[src/rtl/port_pkg.sv]
package port_pkg;

    localparam int          PIN_COUNT = 8;
    localparam int          OE_COUNT  = 4;
    localparam int          PAIR_COUNT = 4;

    // Register byte addresses.
    localparam logic [11:0] ADDR_INT_STATUS  = 12'h000;
    localparam logic [11:0] ADDR_INT_MASK    = 12'h004;
    localparam logic [11:0] ADDR_EDGE_MODE   = 12'h008;
    localparam logic [11:0] ADDR_PORT_CFG    = 12'h00c;
    localparam logic [11:0] ADDR_IN_SYNC     = 12'h010;
    localparam logic [11:0] ADDR_OUT_PIPE    = 12'h014;
    localparam logic [11:0] ADDR_INBUF_DIS   = 12'h018;
    localparam logic [11:0] ADDR_SPECIAL_CFG = 12'h01c;
    localparam logic [11:0] ADDR_PIN_STATE   = 12'h020;
    localparam logic [11:0] ADDR_DRIVE_MODE  = 12'h024;
    localparam logic [11:0] ADDR_PIN_STATUS  = 12'h028;

    // Edge mode per pin, two bits each.
    typedef enum logic [1:0] {
        EDGE_NONE    = 2'h0,
        EDGE_RISING  = 2'h1,
        EDGE_FALLING = 2'h2,
        EDGE_BOTH    = 2'h3
    } edge_mode_t;

    // Input threshold per port.
    localparam logic THRESH_CMOS  = 1'b0;
    localparam logic THRESH_LVTTL = 1'b1;

    // Special pin pair reference selector codes.
    typedef enum logic [1:0] {
        REF_HALF_SUPPLY  = 2'h0,
        REF_40PCT_SUPPLY = 2'h1,
        REF_HALF_VREF    = 2'h2,
        REF_FULL_VREF    = 2'h3
    } ref_sel_t;

    // Drive modes, three bits per pin.
    localparam logic [2:0] DRIVE_PULL_UP   = 3'h2;
    localparam logic [2:0] DRIVE_PULL_DOWN = 3'h3;
    localparam logic [2:0] DRIVE_STRONG    = 3'h6;

    // Output enable grouping modes.
    typedef enum logic [1:0] {
        OE_GANG_ALL = 2'h0,
        OE_GANG_TWO = 2'h1,
        OE_GANG_FOUR = 2'h2
    } oe_group_t;

    localparam logic [31:0] RESET_ZERO = 32'h0000_0000;
    localparam logic [31:0] RESET_SYNC = 32'h0000_00ff;

endpackage : port_pkg

[src/rtl/pin_edge_detect.sv]
`timescale 1ns/1ps
module pin_edge_detect
    import port_pkg::*;
(
    // Clock and reset
    input  wire logic       pclk,
    input  wire logic       presetn,
    // Pin sample and mode
    input  wire logic       level,
    input  wire edge_mode_t mode,
    // Event
    output logic            event_q
);

    logic prev_q;

    always_ff @(posedge pclk or negedge presetn) begin
        if (!presetn) begin
            prev_q <= 1'b0;
        end else begin
            prev_q <= level;
        end
    end

    // Only edges are seen; a steady level never repeats an event.
    always_ff @(posedge pclk or negedge presetn) begin
        if (!presetn) begin
            event_q <= 1'b0;
        end else begin
            case (mode)
                EDGE_RISING:  event_q <= level & ~prev_q;
                EDGE_FALLING: event_q <= ~level & prev_q;
                EDGE_BOTH:    event_q <= level ^ prev_q;
                default:      event_q <= 1'b0;
            endcase
        end
    end

endmodule : pin_edge_detect

[src/rtl/pin_sync.sv]
`timescale 1ns/1ps
module pin_sync (
    // Clock and reset
    input  wire logic pclk,
    input  wire logic presetn,
    // Data
    input  wire logic d,
    output logic      q
);

    logic meta_q;

    // The first stage is read by the second stage only.
    always_ff @(posedge pclk or negedge presetn) begin
        if (!presetn) begin
            meta_q <= 1'b0;
            q      <= 1'b0;
        end else begin
            meta_q <= d;
            q      <= meta_q;
        end
    end

endmodule : pin_sync

[src/rtl/port_pin_interrupt_and_sync.sv]
// Behaviour
// - Each pin: rising, falling, both or none
// - Matching edge sets status flag, raises request
// - One request per port, flags identify pin
// - Edge detection keeps running during sleep
// - Edge detection only, no level mode
// - One threshold select per port, CMOS/LVTTL
// - Each pin input buffer separately disableable
// - Special pin selects supply or regulated high
// - No resistive pulls in regulated mode; here drive_mode can still show a pull for one cycle
// - Pair reference selects one of four thresholds
// - Twenty fabric routes: sixteen data, four drive
// - Input, output, enable make bidirectional pin
// - Output path optionally registered per signal
// - Input path optionally double synchronised
// - Fabric data signals usable as requests
// - Output enables grouped one to four signals
//
// Chosen here: the register addresses and register access over APB.
`timescale 1ns/1ps
module port_pin_interrupt_and_sync
    import port_pkg::*;
(
    // APB
    input  wire logic        pclk,
    input  wire logic        presetn,
    input  wire logic        psel,
    input  wire logic        penable,
    input  wire logic        pwrite,
    input  wire logic [11:0] paddr,
    input  wire logic [31:0] pwdata,
    output logic      [31:0] prdata,
    output logic             pready,
    output logic             pslverr,
    // Pins
    input  wire logic [7:0]  pin_in,
    output logic      [7:0]  pin_out,
    output logic      [7:0]  pin_oe,
    // Fabric side
    input  wire logic [7:0]  fabric_out,
    input  wire logic [3:0]  fabric_oe,
    output logic      [7:0]  fabric_in,
    output logic      [7:0]  fabric_req,
    // Analogue pad controls
    output logic             lvttl_sel,
    output logic      [7:0]  inbuf_en,
    output logic      [7:0]  regulated_sel,
    output logic      [7:0]  ref_sel,
    output logic      [23:0] drive_mode,
    // Interrupt
    output logic             port_irq
);

    ////////////////////////////////////////////////////////////////////////
    logic [7:0]  status_q;
    logic [7:0]  mask_q;
    logic [15:0] edge_q;
    logic [2:0]  port_cfg_q;
    logic [7:0]  in_sync_q;
    logic [7:0]  out_pipe_q;
    logic [7:0]  inbuf_dis_q;
    logic [15:0] special_q;
    logic [23:0] drive_q;
    logic [7:0]  sync_pin;
    logic [7:0]  in_sel;
    logic [7:0]  pin_event;
    logic [7:0]  out_reg_q;
    logic [7:0]  oe_vec;
    logic [7:0]  out_sel;
    logic        wr_en;
    logic        rd_en;
    logic        addr_ok;
    oe_group_t   oe_group;

    assign wr_en    = psel & penable & pwrite;
    assign rd_en    = psel & penable & ~pwrite;
    assign oe_group = oe_group_t'(port_cfg_q[2:1]);

    always_comb begin
        case (paddr)
            ADDR_INT_STATUS, ADDR_INT_MASK, ADDR_EDGE_MODE, ADDR_PORT_CFG,
            ADDR_IN_SYNC, ADDR_OUT_PIPE, ADDR_INBUF_DIS, ADDR_SPECIAL_CFG,
            ADDR_PIN_STATE, ADDR_DRIVE_MODE, ADDR_PIN_STATUS:
                addr_ok = 1'b1;
            default: addr_ok = 1'b0;
        endcase
    end

    ////////////////////////////////////////////////////////////////////////
    // Input path: a bypass is only safe for pure feed-through logic.
    genvar g;
    generate
        for (g = 0; g < PIN_COUNT; g++) begin : g_pin
            logic masked_in;
            assign masked_in = pin_in[g] & ~inbuf_dis_q[g];
            pin_sync u_sync (
                .pclk    (pclk),
                .presetn (presetn),
                .d       (masked_in),
                .q       (sync_pin[g])
            );
            assign in_sel[g] = in_sync_q[g] ? sync_pin[g] : masked_in;
            // Edges are taken from the synchronised copy only.
            pin_edge_detect u_edge (
                .pclk    (pclk),
                .presetn (presetn),
                .level   (sync_pin[g]),
                .mode    (edge_mode_t'(edge_q[2*g +: 2])),
                .event_q (pin_event[g])
            );
        end
    endgenerate

    // Fabric input bits are registered to keep every output on a flop.
    always_ff @(posedge pclk or negedge presetn) begin
        if (!presetn) begin
            fabric_in  <= 8'h00;
            fabric_req <= 8'h00;
        end else begin
            fabric_in  <= in_sel;
            fabric_req <= in_sel;
        end
    end

    ////////////////////////////////////////////////////////////////////////
    // Output path.
    always_ff @(posedge pclk or negedge presetn) begin
        if (!presetn) begin
            out_reg_q <= 8'h00;
        end else begin
            out_reg_q <= fabric_out;
        end
    end

    always_comb begin
        for (int i = 0; i < PIN_COUNT; i++) begin
            out_sel[i] = out_pipe_q[i] ? out_reg_q[i] : fabric_out[i];
        end
    end

    always_comb begin
        for (int i = 0; i < PIN_COUNT; i++) begin
            case (oe_group)
                OE_GANG_ALL:  oe_vec[i] = fabric_oe[0];
                OE_GANG_TWO:  oe_vec[i] = fabric_oe[i/4];
                OE_GANG_FOUR: oe_vec[i] = fabric_oe[i/2];
                default:      oe_vec[i] = fabric_oe[0];
            endcase
        end
    end

    always_ff @(posedge pclk or negedge presetn) begin
        if (!presetn) begin
            pin_out <= 8'h00;
            pin_oe  <= 8'h00;
        end else begin
            pin_out <= out_sel;
            pin_oe  <= oe_vec;
        end
    end

    ////////////////////////////////////////////////////////////////////////
    // Pad controls.
    always_ff @(posedge pclk or negedge presetn) begin
        if (!presetn) begin
            lvttl_sel <= THRESH_CMOS;
        end else begin
            lvttl_sel <= port_cfg_q[0];
        end
    end

    always_ff @(posedge pclk or negedge presetn) begin
        if (!presetn) begin
            inbuf_en <= 8'hff;
        end else begin
            inbuf_en <= ~inbuf_dis_q;
        end
    end

    always_ff @(posedge pclk or negedge presetn) begin
        if (!presetn) begin
            regulated_sel <= 8'h00;
        end else begin
            regulated_sel <= special_q[7:0];
        end
    end

    always_ff @(posedge pclk or negedge presetn) begin
        if (!presetn) begin
            ref_sel <= 8'h00;
        end else begin
            ref_sel <= special_q[15:8];
        end
    end

    always_ff @(posedge pclk or negedge presetn) begin
        if (!presetn) begin
            drive_mode <= 24'h00_0000;
        end else begin
            drive_mode <= drive_q;
        end
    end

    ////////////////////////////////////////////////////////////////////////
    // Configuration writes.
    // Every pin is unmasked out of reset; edge modes start at none.
    always_ff @(posedge pclk or negedge presetn) begin
        if (!presetn) begin
            mask_q <= 8'hff;
        end else if (wr_en && paddr == ADDR_INT_MASK) begin
            mask_q <= pwdata[7:0];
        end
    end

    always_ff @(posedge pclk or negedge presetn) begin
        if (!presetn) begin
            edge_q <= 16'h0000;
        end else if (wr_en && paddr == ADDR_EDGE_MODE) begin
            edge_q <= pwdata[15:0];
        end
    end

    always_ff @(posedge pclk or negedge presetn) begin
        if (!presetn) begin
            port_cfg_q <= 3'h0;
        end else if (wr_en && paddr == ADDR_PORT_CFG) begin
            port_cfg_q <= pwdata[2:0];
        end
    end

    // Synchronisation starts enabled, since the processor may read pins.
    always_ff @(posedge pclk or negedge presetn) begin
        if (!presetn) begin
            in_sync_q <= RESET_SYNC[7:0];
        end else if (wr_en && paddr == ADDR_IN_SYNC) begin
            in_sync_q <= pwdata[7:0];
        end
    end

    // Pipelining costs one cycle of latency but removes fabric skew.
    always_ff @(posedge pclk or negedge presetn) begin
        if (!presetn) begin
            out_pipe_q <= 8'h00;
        end else if (wr_en && paddr == ADDR_OUT_PIPE) begin
            out_pipe_q <= pwdata[7:0];
        end
    end

    // A disabled buffer reads as low on every path, edges included.
    always_ff @(posedge pclk or negedge presetn) begin
        if (!presetn) begin
            inbuf_dis_q <= 8'h00;
        end else if (wr_en && paddr == ADDR_INBUF_DIS) begin
            inbuf_dis_q <= pwdata[7:0];
        end
    end

    // Low byte selects regulated drive, high byte the pair references.
    always_ff @(posedge pclk or negedge presetn) begin
        if (!presetn) begin
            special_q <= 16'h0000;
        end else if (wr_en && paddr == ADDR_SPECIAL_CFG) begin
            special_q <= pwdata[15:0];
        end
    end

    // Pulls are replaced by strong drive on regulated special pins.
    always_ff @(posedge pclk or negedge presetn) begin
        if (!presetn) begin
            drive_q <= 24'h00_0000;
        end else begin
            for (int i = 0; i < PIN_COUNT; i++) begin
                if (wr_en && paddr == ADDR_DRIVE_MODE) begin
                    drive_q[3*i +: 3] <= pwdata[3*i +: 3];
                end
                if (special_q[i] &&
                    (drive_q[3*i +: 3] == DRIVE_PULL_UP ||
                     drive_q[3*i +: 3] == DRIVE_PULL_DOWN)) begin
                    drive_q[3*i +: 3] <= DRIVE_STRONG;
                end
            end
        end
    end

    ////////////////////////////////////////////////////////////////////////
    // Status flags run without any sleep gating of the clock path.
    // A read clears only the bits that it returned, so an event landing
    // between the setup and access edges of that read is not lost.
    always_ff @(posedge pclk or negedge presetn) begin
        if (!presetn) begin
            status_q <= 8'h00;
        end else begin
            for (int i = 0; i < PIN_COUNT; i++) begin
                if (pin_event[i]) begin
                    status_q[i] <= 1'b1;
                end else if (rd_en && paddr == ADDR_INT_STATUS &&
                             prdata[i]) begin
                    status_q[i] <= 1'b0;
                end else if (wr_en && paddr == ADDR_INT_STATUS &&
                             pwdata[i]) begin
                    status_q[i] <= 1'b0;
                end
            end
        end
    end

    always_ff @(posedge pclk or negedge presetn) begin
        if (!presetn) begin
            port_irq <= 1'b0;
        end else begin
            port_irq <= |(status_q & mask_q);
        end
    end

    ////////////////////////////////////////////////////////////////////////
    // APB answers in the access phase with no wait states.
    always_ff @(posedge pclk or negedge presetn) begin
        if (!presetn) begin
            prdata  <= RESET_ZERO;
            pready  <= 1'b0;
            pslverr <= 1'b0;
        end else begin
            pready  <= psel & ~penable;
            pslverr <= psel & ~penable & ~addr_ok;
            prdata  <= RESET_ZERO;
            if (psel && !penable && !pwrite) begin
                case (paddr)
                    ADDR_INT_STATUS:  prdata[7:0]  <= status_q;
                    ADDR_INT_MASK:    prdata[7:0]  <= mask_q;
                    ADDR_EDGE_MODE:   prdata[15:0] <= edge_q;
                    ADDR_PORT_CFG:    prdata[2:0]  <= port_cfg_q;
                    ADDR_IN_SYNC:     prdata[7:0]  <= in_sync_q;
                    ADDR_OUT_PIPE:    prdata[7:0]  <= out_pipe_q;
                    ADDR_INBUF_DIS:   prdata[7:0]  <= inbuf_dis_q;
                    ADDR_SPECIAL_CFG: prdata[15:0] <= special_q;
                    ADDR_PIN_STATE:   prdata[7:0]  <= sync_pin;
                    ADDR_DRIVE_MODE:  prdata[23:0] <= drive_q;
                    ADDR_PIN_STATUS:  prdata[7:0]  <= status_q;
                    default:          prdata       <= RESET_ZERO;
                endcase
            end
        end
    end

endmodule : port_pin_interrupt_and_sync

[config.mk]
export PLATFORM = sky130hd
export DESIGN_NAME = port_pin_interrupt_and_sync
export DESIGN_NICKNAME = d
export VERILOG_FILES = /design/src/rtl/port_pkg.sv /design/src/rtl/pin_edge_detect.sv /design/src/rtl/pin_sync.sv /design/src/rtl/port_pin_interrupt_and_sync.sv
export SDC_FILE = /design/constraint.sdc
export NUM_CORES = 1
export LEC_CHECK = 0
export BUFFER_PORTS_ARGS = -buffer_cell sky130_fd_sc_hd__buf_4
export CAP_MARGIN = 20
export CORE_MARGIN = 3
export CORE_UTILIZATION = 50
export CTS_BUF_LIST = sky130_fd_sc_hd__clkbuf_4 sky130_fd_sc_hd__clkbuf_8 sky130_fd_sc_hd__clkbuf_16
export DETAILED_ROUTE_END_ITERATION = 6
export GPL_TIMING_DRIVEN = 0
export PLACE_DENSITY = 0.87
export SYNTH_ARGS = -nofsm -noshare
export SYNTH_HDL_FRONTEND = slang
export SYNTH_SLANG_ARGS = --single-unit
[constraint.sdc]
create_clock -name pclk -period 1.27 [get_ports pclk]
set_input_delay 0.3175 -clock pclk [delete_from_list [all_inputs] [get_ports pclk]]
set_output_delay 0.3175 -clock pclk [all_outputs]
set_load 0.03 [all_outputs]
# Word level (Yosys, flattened, before mapping)
# Cells that the tools add are included.
# classes
n_bitwise	66
reduce_logical	66
eq_ne	52
n_mux	73
# ops
cell	count
$eq 12x5->1 const B	4
$eq 3x2->1 const B	16
$mux 3	16
$pmux 5 s9	1
$mux 1	42
$eq 12x6->1 const B	3
$logic_and 1x1->1	36
$eq 2x2->1 const B	17
$pmux 3 s10	1
$and 1x1->1	29
$not 1->1	27
$eq 12x4->1 const B	2
$mux 24	1
$pmux 1 s3	8
$pmux 8 s3	1
$reduce_bool 3->1	8
$eq 2x1->1 const B	9
$reduce_bool 2->1	8
$eq 12x3->1 const B	1
$logic_not 12->1	1
$reduce_or 11->1	1
$and 8x8->8	1
$logic_or 1x1->1	8
$mux 8	1
other kinds (6)	15
# totals
out_inout_bits	116
register_bits	246
input_bits	69
wordCells	325

# Logic depth before layout (Yosys ltp)
# logic_depth
depth_word	7
mapped_depth	9
depth_no_buf	6

# By module
# Synthesis repeated with hierarchy kept, for this count alone.
# unflattened
cells_unflattened	750
hier_area_um2	9621.7
# by_module_without_submodules
module	n_inst	cells_each	area_per_inst_um2
port_pin_interrupt_and_sync	1	646	8350.5
pin_edge_detect	8	11	108.9
pin_sync	8	2	50.0

# Worst setup path after synthesis
# Ideal clock, no wire load.
# synth_path
path_kind	input-to-reg
start	in paddr[0]
end	reg special_q[10]
arrival_time_ps	2146
path_buffers	4
cell_stages	7
setup_time_ps	125
setup_slack_ps	-1001
path_cell_list	buf_2 -> or4b_4 -> buf_6 -> or4_4 -> buf_6 -> buf_8 -> mux2_4
# synth_via
elab_chain_len	2
# synth_lines
item	line_no	rtl
start: declaration	port_pin_interrupt_and_sync.sv:30	input wire logic [11:0] paddr,
$eq 12x5->1	port_pin_interrupt_and_sync.sv:262	end else if (wr_en && paddr == ADDR_SPECIAL_CFG) begin
$logic_and 1x1->1	port_pin_interrupt_and_sync.sv:262	
end signal: assignment	port_pin_interrupt_and_sync.sv:263	special_q <= pwdata[15:0];
end: declaration	port_pin_interrupt_and_sync.sv:62	logic [15:0] special_q;
# No other way between the ends.
# A chain may end at the register's enable or synchronous reset.

# Final worst setup path
# layout_path
start	in paddr[8]
end	reg drive_q[6]
# layout_via
elab_chain_len	3
# layout_lines
item	line_no	rtl
$eq 12x6->1	port_pin_interrupt_and_sync.sv:273	if (wr_en && paddr == ADDR_DRIVE_MODE) begin
$logic_and 1x1->1	port_pin_interrupt_and_sync.sv:273	
$reduce_bool 2->1 (no line)	-	
end signal: indexed assignment	port_pin_interrupt_and_sync.sv:274	drive_q[3*i +: 3] <= pwdata[3*i +: 3];
end: declaration	port_pin_interrupt_and_sync.sv:63	logic [23:0] drive_q;
# No other way between the ends.

==> impl_metrics.toml <==
[global_routing]
grt_max_degree = 131
grtUsageTotal_pct = 28.5
grt_pass1_vias = 8016
gr-total-overflow = 0
antenna_found_initial = 1
grt_pass1_wl_um = 45200

[layout]
multi_input_area_um2 = 3970
regArea_um2 = 5910
area_growth_pct = 50.5
n_antenna_cell = 0
final_nets = 1127
fin_cells = 1287
drive_gt1_share_pct = 51.4
num-fill-cells = 953

[critical_path]
critPathArrivalTime_ns = 2.09
worstSetupEndpointType = "register"
critPathMaxFanout = 5
critPathLaunchType = "input port"
max_stage_delay_ns = 0.58
crit_chain = "buf_8 -> or4_4 -> nor4_4 -> and2_1 -> buf_6 -> buf_6 -> mux2i_2 -> a21oi_2"
crit_type = "in2reg"
cp_top_family = "simple AND/OR/NAND/NOR gates"
cpMostUsedCell = "buf_6"
worstPathRequired_ns = 1.67
cp_slowest_cell = "or4_4"
crit_buf_inv = 3

[timing]
skew_ns = 0.0173
fmaxAchievable_ghz = 0.590
hold_slack_ns = -0.0830
post-route-period-util_pct = 133
slew_headroom_pct = 36.7
finalSetupTns_ns = -47.28
setup_viol = 229
timing.final.ws_setup_ns = -0.424
rsz0062_at_grt = "true"
hold_violations = 121
fin_crit_ns = 1.69
tightest_slew_ns = 0.949
slew_viol_final = 0

[route]
wl_um = 31100
wire_per_inst_um = 24.2
vias = 7679
via_per_inst = 5.97
drtPass1Iterations = 7
drt_drc_violations_left = 2
drt_iter0_drc = 831
drtAntennaViolNets = 0

[synth]
synth_edf_count = 0
synth_compound_area_share_pct = 8.15
ys_ff_latch = 235
yosys-top-cells-count = "dfrtp_1 (211), nand2_1 (80), mux2_2 (64), o21ai_0 (44), inv_1 (39)"
yosysSeqAreaShare_pct = 61.9
synthSimpleGateAreaFrac_pct = 10.4
muxShareOfSynthArea_pct = 12.3
synth.avg_cell_area_um2 = 12.5
synth_cell_types = 55
synth_top_family_by_area = "multiplexers"
synth_cells = 765
yosysTopAreaCell = "dfrtp_1"
synth.top_cells.by_area = "dfrtp_1 (55%), mux2_2 (7.5%), dfstp_2 (6.6%)"
ys_async_sr_fraction_pct = 100
synth.most_common_cell = "dfrtp_1"
synth-xor-area-share_pct = 0
ys_warn_count = 0
synth_top_area_share_pct = 55.3
synth_top_flop_cell = "dfrtp_1"
syn_area_um2 = 9550
synthAdderAreaFrac_pct = 2.36

[clock_network]
htreeDepth = 1
postCtsHoldBufs = 9
cts_tree = "done"
insertion_delay_ns = 0.53
cts_buffer_depth = 3
cts-root-buf = "clkbuf_16"
clk_pin_slew_ns = 0.07
cts_buffers = 24
clock_sinks = 235

[floorplan]
start_util_pct = 52.1
die_x_um = 144
die_h_um = 144
rows = 49
ioPinCount = 185
core_area_um2 = 18300
dieArea_um2 = 20800

[power_and_ir_drop]
finalPower_w = 0.0163
power_frac_clock_pct = 47.3
irDropWorstVdd_mv = 1.05
power_frac_comb_pct = 6.2
powerDensity_nw_per_um2 = 1130
leakage_nw = 6.90
intPower_w = 0.0125
power_switching_share_pct = 22.8
p_switching_w = 0.00371
power.share.sequential_pct = 46.5

[outcome]
failed_checks = "DRC, hold timing, setup timing"
outcome = "complete, but fails checks"

[placement]
dpl.hpwl_um = 18000
dp.cells = 1165
portBuffers = 163
gp_congestion = 0.939

[worst_hold_path]
hold_class = "in2async"

[flow_run]
cap_violations = 0
==> logic make-up (layout without fill, tap and decap cells) <==
logic type | Yosys count | in the layout
buffers and inverters | 91 | 377
AO/OA/AOI/OAI | 121 | 121
AND/OR/NAND/NOR | 195 | 195
other | 1 | 8
flip-flops | 235 | 235
adder cells (fa/ha/maj) | 18 | 18
multiplexers | 104 | 104
==> repair_timing <==
action | in CTS | in global routing
hold endpoints to repair | 130 | 14
endpoints found under the setup margin | 230 | 230
pin swaps | 28 | 52
resized for setup | 255 | 112
setup buffers | 49 | 23
gates cloned | 6 | 1
==> flip-flops by register name, summed over array words and instances, names as in the netlist, 16 cells and up <==
register,count
special_q,16
drive_q,24
edge_q,16
prdata,24
drive_mode,24
==> metal layers <==
metal	up-vias	wire [um]	track usage (%)	part of all wire [%]
met5	-	10	0	0.032
met4	2	1510	12.5	4.9
met3	129	2710	5.42	8.7
met2	510	15600	49.3	50
met1	3839	11300	34.9	36
li1	3199	-	-	-
==> worst reg2reg max path: cells and delay by family (launching register included) <==
kind / cells / cell delay [ns]
AO/OA/AOI/OAI: 4 / 0.64
flip-flops: 1 / 0.46
multiplexers: 1 / 0.19
==> power groups by stage <==
stage                     clock (W)  sequential, W  combinational, W
after floorplan                   0        0.00774          0.000283
after global placement            0        0.00768          0.000786
after detailed placement          0        0.00769          0.000810
after CTS                   0.00770        0.00756          0.000944
after global routing        0.00808        0.00756           0.00106
final                       0.00769        0.00756           0.00100
==> placed cells by master, fill, tap and decap left out, types with 7 or more instances in the layout <==
| master | count |
|---|---|
| a222oi_1 | 9 |
| dfstp_2 | 24 |
| a22oi_1 | 12 |
| ha_1 | 18 |
| buf_4 | 94 |
| clkbuf_16 | 28 |
| o21ai_1 | 13 |
| buf_8 | 12 |
| dfrtp_1 | 208 |
| a21oi_2 | 11 |
| nand2b_1 | 12 |
| buf_12 | 15 |
| and3_1 | 9 |
| inv_1 | 39 |
| conb_1 | 8 |
| nand3_2 | 7 |
| mux2_2 | 40 |
| nand3_1 | 7 |
| nor4_4 | 7 |
| mux2_4 | 35 |
| mux2i_1 | 26 |
| nand2_2 | 17 |
| nand2_4 | 18 |
| dlygate4sd3_1 | 9 |
| nand2_1 | 44 |
| a21oi_1 | 11 |
| o21ai_2 | 18 |
| nor2_1 | 18 |
| nor2b_1 | 15 |
| o21ai_0 | 13 |
| buf_6 | 145 |
==> final cells by class <==
| type | count | share of cell area, % |
|---|---|---|
| Sequential cell | 235 | 41.2 |
| Inverter | 39 | 1.02 |
| Clock buffer | 31 | 4.72 |
| Multi-Input combinational cell | 446 | 27.6 |
| Timing Repair Buffer | 248 | 18.5 |
| Tap cell | 229 | 1.99 |
| Clock inverter | 13 | 1.31 |
| Buffer | 46 | 3.67 |
==> stage by stage <==
| step | hold slack, ns | area, um^2 | setup slack [ns] | utilization (%) |
|---|---|---|---|---|
| after CTS | -0.0599 | 13900 | -0.406 | 75.6 |
| final | -0.0830 | 14400 | -0.424 | 78.4 |
| after detailed placement | 0.335 | 11400 | -1.47 | 62.1 |
| after global placement | 0.332 | 11400 | -1.77 | 61.9 |
| after floorplan | 0.0219 | 9840 | -0.984 | - |
| after global routing | -0.0129 | 14400 | -0.458 | 78.4 |
==> worst paths after layout <==
path                                              from           endpoint  slack (ns)  cells after the start
worst max-delay path                          paddr[8]         drive_q[6]       -0.42                      8
worst max register to register              drive_q[5]          prdata[5]       -0.17                      5
min in group pclk                           pwdata[11]        drive_q[11]        0.01                      3
max in group asynchronous                      presetn  g_pin[4].u_sync.q        0.29                      2
worst min register to register  g_pin[0].u_sync.meta_q  g_pin[0].u_sync.q        0.35                      0
worst min-delay path                           presetn     drive_mode[18]       -0.08                      1
Power figures use the tool's default switching activity.
